==> src/design/eip_consts.svh <==
// Constants of the external pin interrupt block: register offsets, reset values, field codes.
// Assumes inclusion by bare name from the package and the block's design file.
`ifndef EIP_CONSTS_SVH
`define EIP_CONSTS_SVH

// =====================================================================
// Register byte offsets
`define EIP_OFF_SENSE_LO      8'h00
`define EIP_OFF_SENSE_HI      8'h04
`define EIP_OFF_PIN_MASK      8'h08
`define EIP_OFF_PIN_FLAGS     8'h0c
`define EIP_OFF_GROUP_CTRL    8'h10
`define EIP_OFF_GROUP_FLAGS   8'h14
`define EIP_OFF_GROUP_MASK    8'h18
`define EIP_OFF_PIN_LEVELS    8'h1c

// =====================================================================
// Reset values
`define EIP_RST_SENSE_LO      8'h00
`define EIP_RST_SENSE_HI      8'h00
`define EIP_RST_PIN_MASK      8'h00
`define EIP_RST_PIN_FLAGS     8'h00
`define EIP_RST_GROUP_CTRL    8'h00
`define EIP_RST_GROUP_FLAGS   8'h00
`define EIP_RST_GROUP_MASK    8'h00

// =====================================================================
// Field positions and codes
`define EIP_GROUP_ENABLE_BIT  0
`define EIP_GROUP_FLAG_BIT    0
`define EIP_SENSE_LOW_LEVEL   2'h0
`define EIP_SENSE_ANY_EDGE    2'h1
`define EIP_SENSE_FALLING     2'h2
`define EIP_SENSE_RISING      2'h3
`define EIP_RESP_OKAY         2'h0
`define EIP_RESP_SLVERR       2'h2

`endif

==> src/design/eip_pkg.sv <==
// Types shared by the external pin interrupt block.
// Assumes eip_consts.svh is on the include path.
`include "eip_consts.svh"

package eip_pkg;

  // =====================================================================
  // Software visible control state
  typedef struct packed {
    logic [7:0] sense_select_low_pins;
    logic [7:0] sense_select_high_pins;
    logic [7:0] pin_interrupt_mask;
    logic [7:0] change_group_control;
    logic [7:0] change_group_mask;
  } eip_ctrl_type;

  // =====================================================================
  // Pin side signals of one port
  typedef struct packed {
    logic [7:0] level;
    logic [7:0] out_value;
    logic [7:0] out_enable;
  } eip_pins_type;

  typedef enum logic [1:0] {
    EIP_LOW_LEVEL = 2'b00,
    EIP_ANY_EDGE  = 2'b01,
    EIP_FALLING   = 2'b10,
    EIP_RISING    = 2'b11
  } eip_sense_type;

endpackage : eip_pkg

==> src/design/eip_external_pin_interrupts.sv <==
// External pin interrupt block: eight sense-selectable pins and one pin-change group.
// Assumes an AXI4-Lite master on aclk, a processor that acknowledges serviced vectors,
// and pads whose levels arrive asynchronously.
`timescale 1ns/100ps
`default_nettype none
`include "eip_consts.svh"

module eip_external_pin_interrupts #(
  parameter int PINS = 8
) (
  input  wire logic                aclk,
  input  wire logic                aresetn,
  input  wire logic [7:0]          s_axi_awaddr,
  input  wire logic                s_axi_awvalid,
  output logic                     s_axi_awready,
  input  wire logic [31:0]         s_axi_wdata,
  input  wire logic [3:0]          s_axi_wstrb,
  input  wire logic                s_axi_wvalid,
  output logic                     s_axi_wready,
  output logic [1:0]               s_axi_bresp,
  output logic                     s_axi_bvalid,
  input  wire logic                s_axi_bready,
  input  wire logic [7:0]          s_axi_araddr,
  input  wire logic                s_axi_arvalid,
  output logic                     s_axi_arready,
  output logic [31:0]              s_axi_rdata,
  output logic [1:0]               s_axi_rresp,
  output logic                     s_axi_rvalid,
  input  wire logic                s_axi_rready,
  input  wire eip_pkg::eip_pins_type ext_irq_pins,
  input  wire eip_pkg::eip_pins_type change_group_pins,
  input  wire logic                io_clock_running,
  input  wire logic                sleep_active,
  input  wire logic                global_irq_enable,
  input  wire logic [PINS-1:0]     pin_irq_serviced,
  input  wire logic                change_group_serviced,
  output logic [PINS-1:0]          pin_irq_request,
  output logic                     change_group_request
);
  import eip_pkg::*;

  // =====================================================================
  // Register state
  eip_ctrl_type    ctrl;
  eip_ctrl_type    next_ctrl;
  logic [PINS-1:0] pin_interrupt_flags;
  logic [PINS-1:0] next_pin_interrupt_flags;
  logic            change_group_flag;
  logic            next_change_group_flag;

  // =====================================================================
  // Pad synchronisers: three stages, a change is taken once stages two and three agree.
  logic [PINS-1:0] irq_s1;
  logic [PINS-1:0] irq_s2;
  logic [PINS-1:0] irq_s3;
  logic [PINS-1:0] irq_level;
  logic [PINS-1:0] grp_s1;
  logic [PINS-1:0] grp_s2;
  logic [PINS-1:0] grp_s3;
  logic [PINS-1:0] grp_level;

  always_ff @(posedge aclk) begin
    if (!aresetn) begin
      // Stages start like their filtered levels, high for the pins and low for the group, so no false edge follows reset.
      irq_s1 <= {PINS{1'b1}};
      irq_s2 <= {PINS{1'b1}};
      irq_s3 <= {PINS{1'b1}};
      grp_s1 <= '0;
      grp_s2 <= '0;
      grp_s3 <= '0;
    end else begin
      irq_s1 <= ext_irq_pins.level;
      irq_s2 <= irq_s1;
      irq_s3 <= irq_s2;
      grp_s1 <= change_group_pins.level;
      grp_s2 <= grp_s1;
      grp_s3 <= grp_s2;
    end
  end

  always_ff @(posedge aclk) begin
    if (!aresetn) begin
      irq_level <= {PINS{1'b1}};
      grp_level <= '0;
    end else begin
      irq_level <= (irq_s2 & ~(irq_s2 ^ irq_s3)) | (irq_level & (irq_s2 ^ irq_s3));
      grp_level <= (grp_s2 & ~(grp_s2 ^ grp_s3)) | (grp_level & (grp_s2 ^ grp_s3));
    end
  end

  // =====================================================================
  // Effective pin values seen by the detectors.
  // Outside sleep a pin driven as an output is seen at its driven value, which lets software raise
  // an interrupt by writing the pin without waiting for the pad round trip.
  wire [PINS-1:0] buffer_off;
  wire [PINS-1:0] irq_value;
  wire [PINS-1:0] grp_value;

  assign buffer_off = {{(PINS-4){1'b0}}, {4{sleep_active}} & ~ctrl.pin_interrupt_mask[3:0]};
  assign irq_value  = ((ext_irq_pins.out_enable & ext_irq_pins.out_value)
                     | (~ext_irq_pins.out_enable & irq_level)) & ~buffer_off;
  assign grp_value  = (change_group_pins.out_enable & change_group_pins.out_value)
                     | (~change_group_pins.out_enable & grp_level);

  // =====================================================================
  // Previous samples for edge detection.
  // The always-on clock stands in for the asynchronous path; the upper pins only take a
  // new sample while the I/O clock runs, so their edges freeze when it halts.
  logic [PINS-1:0] irq_prev;
  logic [PINS-1:0] grp_prev;
  wire  [PINS-1:0] sample_en;

  assign sample_en = {{(PINS-4){io_clock_running}}, 4'hf};

  always_ff @(posedge aclk) begin
    if (!aresetn) begin
      irq_prev <= {PINS{1'b1}};
      grp_prev <= '0;
    end else begin
      irq_prev <= (irq_value & sample_en) | (irq_prev & ~sample_en);
      grp_prev <= grp_value;
    end
  end

  // =====================================================================
  // Per pin sense decode.
  // Reprogramming the sense field while enabled can look like an edge; this is left
  // visible so software follows the mask, reprogram, clear, re-enable order.
  wire [PINS-1:0] edge_event;
  wire [PINS-1:0] level_sense;
  wire [PINS-1:0] low_active;

  genvar gi;
  generate
    for (gi = 0; gi < PINS; gi++) begin : g_pin
      wire [15:0]     sense_all;
      eip_sense_type  sense;
      wire            rise;
      wire            fall;
      assign sense_all = {ctrl.sense_select_high_pins, ctrl.sense_select_low_pins};
      assign sense     = eip_sense_type'(sense_all[2*gi+1 -: 2]);
      assign rise      = sample_en[gi] & irq_value[gi] & ~irq_prev[gi];
      assign fall      = sample_en[gi] & ~irq_value[gi] & irq_prev[gi];
      assign level_sense[gi] = (sense == EIP_LOW_LEVEL);
      assign low_active[gi]  = level_sense[gi] & ~irq_value[gi];
      assign edge_event[gi]  = ((sense == EIP_ANY_EDGE) & (rise | fall))
                             | ((sense == EIP_FALLING) & fall)
                             | ((sense == EIP_RISING) & rise);
    end
  endgenerate

  wire [PINS-1:0] grp_change;
  wire            grp_event;

  assign grp_change = (grp_value ^ grp_prev) & ctrl.change_group_mask;
  assign grp_event  = |grp_change;

  // =====================================================================
  // AXI4-Lite write path: address and data are held independently, then applied together.
  logic        aw_held;
  logic        w_held;
  logic [7:0]  aw_addr;
  logic [31:0] w_data;
  logic [3:0]  w_strb;

  wire         aw_fire;
  wire         w_fire;
  wire         wr_go;
  wire [7:0]   wr_addr;
  wire [31:0]  wr_data;
  wire         wr_byte;
  wire         wr_mapped;

  assign s_axi_awready = !aw_held && !s_axi_bvalid;
  assign s_axi_wready  = !w_held && !s_axi_bvalid;
  assign aw_fire   = s_axi_awvalid && s_axi_awready;
  assign w_fire    = s_axi_wvalid && s_axi_wready;
  assign wr_go     = (aw_held || aw_fire) && (w_held || w_fire) && !s_axi_bvalid;
  assign wr_addr   = aw_held ? aw_addr : s_axi_awaddr;
  assign wr_data   = w_held ? w_data : s_axi_wdata;
  assign wr_byte   = wr_go && (w_held ? w_strb[0] : s_axi_wstrb[0]);
  assign wr_mapped = (wr_addr[7:5] == 3'h0) && (wr_addr[1:0] == 2'h0);

  always_ff @(posedge aclk) begin
    if (!aresetn) begin
      aw_held <= 1'b0;
      w_held  <= 1'b0;
      aw_addr <= 8'h00;
      w_data  <= 32'h0000_0000;
      w_strb  <= 4'h0;
    end else begin
      aw_held <= !wr_go && (aw_held || aw_fire);
      w_held  <= !wr_go && (w_held || w_fire);
      if (aw_fire) begin
        aw_addr <= s_axi_awaddr;
      end
      if (w_fire) begin
        w_data <= s_axi_wdata;
        w_strb <= s_axi_wstrb;
      end
    end
  end

  always_ff @(posedge aclk) begin
    if (!aresetn) begin
      s_axi_bvalid <= 1'b0;
      s_axi_bresp  <= `EIP_RESP_OKAY;
    end else if (wr_go) begin
      s_axi_bvalid <= 1'b1;
      s_axi_bresp  <= wr_mapped ? `EIP_RESP_OKAY : `EIP_RESP_SLVERR;
    end else if (s_axi_bready) begin
      s_axi_bvalid <= 1'b0;
    end
  end

  // =====================================================================
  // Register updates. A set arriving in the cycle of a clear wins, so no event is lost.
  wire wr_sense_lo = wr_byte && (wr_addr == `EIP_OFF_SENSE_LO);
  wire wr_sense_hi = wr_byte && (wr_addr == `EIP_OFF_SENSE_HI);
  wire wr_mask     = wr_byte && (wr_addr == `EIP_OFF_PIN_MASK);
  wire wr_flags    = wr_byte && (wr_addr == `EIP_OFF_PIN_FLAGS);
  wire wr_gctrl    = wr_byte && (wr_addr == `EIP_OFF_GROUP_CTRL);
  wire wr_gflags   = wr_byte && (wr_addr == `EIP_OFF_GROUP_FLAGS);
  wire wr_gmask    = wr_byte && (wr_addr == `EIP_OFF_GROUP_MASK);

  wire [PINS-1:0] flag_clear;
  wire            gflag_clear;

  assign flag_clear  = (wr_flags ? wr_data[PINS-1:0] : '0) | pin_irq_serviced;
  assign gflag_clear = (wr_gflags & wr_data[`EIP_GROUP_FLAG_BIT]) | change_group_serviced;

  always_comb begin
    next_ctrl = ctrl;
    if (wr_sense_lo) begin
      next_ctrl.sense_select_low_pins = wr_data[7:0];
    end
    if (wr_sense_hi) begin
      next_ctrl.sense_select_high_pins = wr_data[7:0];
    end
    if (wr_mask) begin
      next_ctrl.pin_interrupt_mask = wr_data[7:0];
    end
    if (wr_gctrl) begin
      next_ctrl.change_group_control = {7'h00, wr_data[`EIP_GROUP_ENABLE_BIT]};
    end
    if (wr_gmask) begin
      next_ctrl.change_group_mask = wr_data[7:0];
    end
  end

  assign next_pin_interrupt_flags = ((pin_interrupt_flags & ~flag_clear) | edge_event) & ~level_sense;
  assign next_change_group_flag   = (change_group_flag & ~gflag_clear) | grp_event;

  always_ff @(posedge aclk) begin
    if (!aresetn) begin
      ctrl.sense_select_low_pins  <= `EIP_RST_SENSE_LO;
      ctrl.sense_select_high_pins <= `EIP_RST_SENSE_HI;
      ctrl.pin_interrupt_mask     <= `EIP_RST_PIN_MASK;
      ctrl.change_group_control   <= `EIP_RST_GROUP_CTRL;
      ctrl.change_group_mask      <= `EIP_RST_GROUP_MASK;
      pin_interrupt_flags         <= `EIP_RST_PIN_FLAGS;
      change_group_flag           <= 1'b0;
    end else begin
      ctrl                <= next_ctrl;
      pin_interrupt_flags <= next_pin_interrupt_flags;
      change_group_flag   <= next_change_group_flag;
    end
  end

  // =====================================================================
  // Requests to the processor.
  // A level request follows the pin directly, so a pulse shorter than the instruction
  // in flight may be missed; that is the source's duty to avoid.
  assign pin_irq_request = ctrl.pin_interrupt_mask & {PINS{global_irq_enable}}
                         & (low_active | pin_interrupt_flags);
  assign change_group_request = change_group_flag & global_irq_enable
                              & ctrl.change_group_control[`EIP_GROUP_ENABLE_BIT];

  // =====================================================================
  // AXI4-Lite read path.
  logic [7:0] rd_byte;
  wire        ar_fire;

  assign s_axi_arready = !s_axi_rvalid;
  assign ar_fire       = s_axi_arvalid && s_axi_arready;

  always_comb begin
    unique case (s_axi_araddr)
      `EIP_OFF_SENSE_LO:    rd_byte = ctrl.sense_select_low_pins;
      `EIP_OFF_SENSE_HI:    rd_byte = ctrl.sense_select_high_pins;
      `EIP_OFF_PIN_MASK:    rd_byte = ctrl.pin_interrupt_mask;
      `EIP_OFF_PIN_FLAGS:   rd_byte = pin_interrupt_flags;
      `EIP_OFF_GROUP_CTRL:  rd_byte = ctrl.change_group_control;
      `EIP_OFF_GROUP_FLAGS: rd_byte = {7'h00, change_group_flag};
      `EIP_OFF_GROUP_MASK:  rd_byte = ctrl.change_group_mask;
      `EIP_OFF_PIN_LEVELS:  rd_byte = irq_value;
      default:              rd_byte = 8'h00;
    endcase
  end

  wire rd_mapped = (s_axi_araddr[7:5] == 3'h0) && (s_axi_araddr[1:0] == 2'h0);

  always_ff @(posedge aclk) begin
    if (!aresetn) begin
      s_axi_rvalid <= 1'b0;
      s_axi_rdata  <= 32'h0000_0000;
      s_axi_rresp  <= `EIP_RESP_OKAY;
    end else if (ar_fire) begin
      s_axi_rvalid <= 1'b1;
      s_axi_rdata  <= {24'h00_0000, rd_byte};
      s_axi_rresp  <= rd_mapped ? `EIP_RESP_OKAY : `EIP_RESP_SLVERR;
    end else if (s_axi_rready) begin
      s_axi_rvalid <= 1'b0;
    end
  end

endmodule : eip_external_pin_interrupts
`default_nettype wire

==> config.mk <==
export PLATFORM = sky130hd
export DESIGN_NAME = eip_external_pin_interrupts
export DESIGN_NICKNAME = d
export VERILOG_FILES = /design/src/design/eip_pkg.sv /design/src/design/eip_external_pin_interrupts.sv
export VERILOG_INCLUDE_DIRS = /design/src /design/src/design
export SDC_FILE = /design/constraint.sdc
export NUM_CORES = 1
export LEC_CHECK = 0
export BUFFER_PORTS_ARGS = -buffer_cell sky130_fd_sc_hd__buf_4
export CAP_MARGIN = 40
export CORE_MARGIN = 2
export CORE_UTILIZATION = 53
export DETAILED_ROUTE_END_ITERATION = 16
export GPL_ROUTABILITY_DRIVEN = 0
export PLACE_DENSITY_LB_ADDON = 0.05
export REMOVE_ABC_BUFFERS = 1
export SETUP_SLACK_MARGIN = 0.15
export SLEW_MARGIN = 20
export SYNTH_ARGS = -nofsm -noshare
export SYNTH_HDL_FRONTEND = slang
export SYNTH_SLANG_ARGS = --single-unit
==> constraint.sdc <==
create_clock -name aclk -period 2.9 [get_ports aclk]
set_clock_uncertainty 0.2 [all_clocks]
set_input_delay 0.145 -clock aclk [delete_from_list [all_inputs] [get_ports aclk]]
set_output_delay 0.145 -clock aclk [all_outputs]
set_load 0.02 [all_outputs]
; After elaboration in Yosys (flattened, before gate mapping)
; Index checks and enable logic that the tools add are counted.
[totals]
reg_bits = 155
out_inout_bits = 50
[op_classes]
eq_ne = 37
n_mux = 11
n_bitwise = 140
reduce_logical = 43
[ops]
columns = cell, n
row1 = bitwise AND 8 bit, 16
row2 = bitwise OR 8 bit, 8
row3 = one-hot mux 8 bit (8 select lines), 1
row4 = bitwise AND 1 bit, 60
row5 = "equality test 8 x 5 -> 1 bit, second input constant", 7
row6 = inverter 8 bit, 7
row7 = "equality test 2 bit, second input constant", 16
row8 = "equality test 8 x 4 -> 1 bit, second input constant", 4
row9 = bitwise OR 1 bit, 26
row10 = two-way mux 8 bit, 3
row11 = XOR 8 bit, 3
row12 = logical NOT 2 bit, 10
row13 = logical AND 1 bit, 19
row14 = inverter 1 bit, 17
row15 = "equality test 2 x 1 -> 1 bit, second input constant", 8
row16 = "equality test 8 x 3 -> 1 bit, second input constant", 2
row17 = logical NOT 8 bit, 2
row18 = inverter 4 -> 8 bit, 1
row19 = OR reduction 8 bit, 1
row20 = logical NOT 3 bit, 2
row21 = logical NOT 1 bit, 5
row22 = two-way mux 1 bit, 5
row23 = bitwise AND 4 bit, 1
row24 = two-way mux 2 bit, 2
row25 = other kinds (3), 5

; Depth between registers and ports, before layout
[logic_depth]
ltp_word = 14
depth_mapped = 8
mapped_depth_nobuf = 8

; Worst setup path before layout
; Ideal clock, no wire load.
[synth_timing]
path_kind = register -> register
from = register aw_held
to = register ctrl[24] in the netlist's numbering
setup_ns = 0.128
arrival_ns = 2.112
required_ns = 2.572
slack_ns = 0.460
stages_incl_launch_ff = 8
n_path_buf = 2
synth_period_minus_slack_ns = 2.440
path_cell_list = dfxtp_1 -> buf_6 -> or3_1 -> a2111o_1 -> or4_4 -> buf_6 -> mux2i_1 -> nor2_1
[synth_between]
elab_chain_len = 8
elab_cells_between_ends = 10
[synth_lines]
columns = element, line
row1 = "start, declared", eip_external_pin_interrupts.sv:160  ; logic aw_held;
row2 = "start signal, assigned", eip_external_pin_interrupts.sv:192  ; aw_held <= !wr_go && (aw_held || aw_fire);
row3 = logical NOT 1 bit, eip_external_pin_interrupts.sv:174  ; assign s_axi_awready = !aw_held && !s_axi_bvalid;
row4 = logical AND 1 bit, eip_external_pin_interrupts.sv:174
row5 = logical AND 1 bit, eip_external_pin_interrupts.sv:176  ; assign aw_fire = s_axi_awvalid && s_axi_awready;
row6 = logical OR 1 bit, eip_external_pin_interrupts.sv:178  ; assign wr_go = (aw_held || aw_fire) && (w_held || w_fire) && !s_axi_bvalid;
row7 = logical AND 1 bit (2 in a row), eip_external_pin_interrupts.sv:178
row8 = logical AND 1 bit, eip_external_pin_interrupts.sv:181  ; assign wr_byte = wr_go && (w_held ? w_strb[0] : s_axi_wstrb[0]);
row9 = logical AND 1 bit *, eip_external_pin_interrupts.sv:219  ; wire wr_sense_hi = wr_byte && (wr_addr == `EIP_OFF_SENSE_HI);
row10 = "end signal, assigned", eip_external_pin_interrupts.sv:264  ; ctrl <= next_ctrl;
row11 = "end, declared", eip_external_pin_interrupts.sv:44  ; eip_ctrl_type ctrl;
; Mark *: on every way between the ends. The rest lies on a longest branch, timed or not.
; A chain may end at the register's enable or synchronous reset.

; Worst setup path in the final report
[layout_timing]
from = register aw_held
to = register ctrl[37] in the netlist's numbering
[layout_between]
elab_chain_len = 8
elab_cells_between_ends = 10
[layout_lines]
columns = element, line
row1 = logical NOT 1 bit, eip_external_pin_interrupts.sv:174
row2 = logical AND 1 bit, eip_external_pin_interrupts.sv:174
row3 = logical AND 1 bit, eip_external_pin_interrupts.sv:176
row4 = logical OR 1 bit, eip_external_pin_interrupts.sv:178
row5 = logical AND 1 bit (2 in a row), eip_external_pin_interrupts.sv:178
row6 = logical AND 1 bit, eip_external_pin_interrupts.sv:181
row7 = logical AND 1 bit *, eip_external_pin_interrupts.sv:218  ; wire wr_sense_lo = wr_byte && (wr_addr == `EIP_OFF_SENSE_LO);
; Marks and branches as above.

==> flow_results.org <==
** Clock tree
- The tree is rooted in a sky130_fd_sc_hd__clkbuf_16.
- TritonCTS built the clock tree.
- The clock passes through at most 2 buffers.
- Clk slew on worst S/H paths :: 60 ps
- The number of clock buffers added by TritonCTS is 17.
- Latest clock arrival within the worst-skew pair :: 420 ps
- Clock net sink count :: 153
- Deepest level of the CTS H-tree :: 4

** Logic synthesis
- Share of synthesized cell area in full adder, half adder and majority cells :: 0.0152
- Area share of and/or/nand/nor cells after synthesis :: 0.199
- Post-synthesis compound-gate area fraction :: 0.133
- Dividing the synthesized area by the synthesized cell count gives 9.10 sq um.
- In the synthesized netlist the dominant register cell turns out to be sky130_fd_sc_hd__dfxtp_1.
- Of the synthesized area, sequential elements account for 0.464.
- In the synthesized netlist, the number of instances is 725.
- Share of synthesized flip-flops with an asynchronous set or reset :: 0
- Total of flip-flops plus latches after synthesis :: 153
- Yosys mapped a number of flops with a built-in enable equal to 0.
- After synthesis, the largest family of logic cells by area is simple AND/OR/NAND/NOR gates.
- Post-synthesis instance area :: 6600 sq um
- Measured against the total synthesized area, the mux share comes to 0.108.
- Synth warn :: 0
- After synthesis, the netlist uses 58 different library cells.
- Synthesized-area fraction occupied by xor and xnor cells :: 0.0159

** Global route
- Number of antenna violations at the first check in global routing :: 0
- Wire length of the first global-routing pass :: 26900 microns
- Leftover overflow at the end of global routing :: 0
- Largest net degree at the start of global routing :: 76
- In the global route stage, overall resource usage came out at 0.259.
- The number of global-route vias before repair is 5649.

** Setup path
- For the worst setup path, the data arrival time is 2600 ps.
- The worst setup path is launched from a flop.
- Critical Path, Cell by Cell :: or3b_1 -> a2111o_1 -> buf_4 -> nor4_2 -> buf_4 -> mux2i_1 -> nor2_1
- Most numerous cell on the critical path :: sky130_fd_sc_hd__buf_4
- For this design, the slowest cell found on the critical path is sky130_fd_sc_hd__dfxtp_2.
- Maximum fanout along the worst path :: 11
- STA puts the critical path data required time at 2990 ps.
- The worst setup path is of the reg -> reg kind.
- Worst setup EP type :: flop
- Critical Path Max Stage Delay :: 450 ps

** Route
- For this run, design rule violations remaining after detail routing come to 0.
- Met3 wirelength from detailed routing :: 830 microns
- For this block, the via count after detailed routing is 5719.
- Uppermost metal layer occupied by signal nets :: met4
- Met2 wirelength from detailed routing :: 8060 microns
- Post-detailed-route wirelength per cell :: 15.3 microns
- In this run the remaining antenna-violating nets after routing total 0.
- The first routing iteration left 406 violations.
- In the routed layout, each cell is associated on average with a via count of 5.27.
- After detailed routing, the total wire length is 16600 microns.
- The detailed router put a total of 7320 microns of wire on met1.
- Iteration count of the initial detailed-routing pass :: 7

** STA
- Min Clock Period, post-route :: 2500 ps
- WHS :: 2.82 ps
- The hold violation count in the final report was 0.
- Measured against its own limit, the worst slew margin works out to 0.571.
- Transition time at the pin with the least slew margin :: 640 ps
- The final number of max-transition violations came to 0.
- Max Fclk :: 400 MHz
- Count of final setup violators :: 0
- Setup total negative slack on the finished layout was measured at 0 ps.
- Period Utilization, post-route :: 0.862
- Setup repair after global routing left no endpoint under its margin.

** Min path
- The tightest min-delay check is of the in -> reg type.

** Floorplan
- Width of the die :: 116 microns
- The core region is 12100 sq um.
- Die outline height :: 116 microns
- Die ar. :: 13400 sq um
- The initialized floorplan defines 40 standard-cell rows.
- During I/O placement, the number of pins put on the boundary was 169.
- Effective utilization at floorplan :: 0.547

** Final layout
- The finished layout holds 1086 standard cells, fillers aside.
- Compared with the post-synthesis result, the final layout area differs by 34.3%.
- The top cell types in the final layout, fill and taps aside, are sky130_fd_sc_hd__dfxtp_1 (152), sky130_fd_sc_hd__buf_4 (123), sky130_fd_sc_hd__nand2_1 (86), sky130_fd_sc_hd__dlygate4sd3_1 (73), sky130_fd_sc_hd__nor2_1 (69).
- Of the cells placed in the final design, the portion with a size suffix greater than 1 is 0.190.
- 0 antenna diodes ended up in the layout.
- Leaving out fill and tap cells, the most frequent cell in the layout is sky130_fd_sc_hd__dfxtp_1.
- The finished cells cover 8850 sq um.
- Net total in the final layout :: 1034

** Power
- Across the VDD grid, the largest voltage drop is 0.418 mV.
- Power per unit of standard cell area :: 572 nW/um^2
- In this run the static leakage power is 3.74 nW.

** Placed design
- The number of placed instances, taps included, is 983.
- After detailed placement, the total cell area comes to 7510 sq um.
- Port buffering added 115 buffers.
- Placed wire-length estimate after detailed placement :: 11100 microns

** Run
- Max-cap violations :: 0

** Status
- Run status :: finished, final reports clean
timing repair:
item                                   in CTS  in global routing
setup endpoints to repair                   0                  7
buffers inserted                            0                  0
hold buffers                               73                  0
gates resized for setup                     0                  1
endpoints found under the hold margin      73                  0
routing by layer:
metal,global-route usage,up-vias
met5,0,-
met2,0.442,189
met4,0.108,0
met1,0.322,2671
li1,-,2822
met3,0.0481,37
power by group:
group	switching, mW	leakage [nW]	internal (mW)
sequential	0.0364	1.25	2.17
clock	0.818	0.304	1.45
combinational	0.306	2.19	0.285
total	1.16	3.74	3.91
logic make-up after synthesis:
| family | count (synthesis) |
|---|---|
| DFF | 153 |
| and+or+nand+nor | 262 |
| xor gates and xnor gates | 12 |
| adders and majority gates | 8 |
| other | 1 |
| buffers and inverters | 81 |
| muxes | 66 |
| AOI/OAI and AO/OA | 142 |
synth_stat cells (all sizes together), types with 3 or more instances:
| master | number | area [sq um] |
|---|---|---|
| ha | 8 | 100 |
| o22ai | 4 | 25.0 |
| mux2i | 52 | 521 |
| nor4 | 4 | 61.3 |
| a31oi | 12 | 75.1 |
| and4b | 3 | 30.0 |
| nand2b | 28 | 175 |
| dfxtp | 153 | 3060 |
| clkbuf | 26 | 97.6 |
| a21oi | 41 | 205 |
| inv | 22 | 82.6 |
| a211o | 5 | 43.8 |
| o211ai | 3 | 22.5 |
| nand2 | 86 | 323 |
| a22oi | 5 | 37.5 |
| nor3 | 6 | 30.0 |
| nand3 | 10 | 50.1 |
| nor2b | 6 | 37.5 |
| and3 | 3 | 18.8 |
| mux4 | 3 | 67.6 |
| a211oi | 9 | 67.6 |
| xor2 | 4 | 35.0 |
| or3 | 3 | 18.8 |
| nor3b | 6 | 45.0 |
| and2 | 26 | 163 |
| buf | 33 | 241 |
| o221ai | 3 | 26.3 |
| o2bb2ai | 3 | 26.3 |
| mux2 | 11 | 124 |
| nor2 | 69 | 259 |
| nand3b | 4 | 30.0 |
| o21ai | 42 | 210 |
| xnor2 | 8 | 70.1 |
metrics by stage:
stage / total power [mW] / util / setup WS (ps)
floorplan: 2.51 / - / 76.4
global placement: 2.73 / 0.620 / 323
detailed placement: 2.75 / 0.623 / 298
CTS: 5.09 / 0.734 / 280
global route: 5.24 / 0.734 / 235
finish: 5.07 / 0.734 / 399
layout make-up:
| cell class | instances | area (sq um) |
|---|---|---|
| Tap cell | 168 | 210 |
| Clock inverter | 8 | 118 |
| Timing Repair Buffer | 197 | 1680 |
| Inverter | 22 | 82.6 |
| Fill cell | 894 | 3210 |
| Multi-Input combinational cell | 516 | 3200 |
| Clock buffer | 22 | 494 |
| Sequential cell | 153 | 3060 |
final timing paths:
kind | cells after the start | slack [ps] | start | to
worst max-delay path | 7 | 400 | aw_held | ctrl[37]
worst min register to register | 1 | 210 | irq_s1[0] | irq_s2[0]
worst min-delay path | 5 | 3 | ext_irq_pins[13] | flop
worst max register to register | 7 | 400 | aw_held | ctrl[37]
worst max-delay path: cells and delay by family (launching register included):
family	cells	cell delay, ps
multiplexers	1	220
buffers and inverters	2	450
flip-flops	1	450
AO/OA/AOI/OAI	1	400
AND/OR/NAND/NOR	3	660
Power figures use the tool's default switching activity.
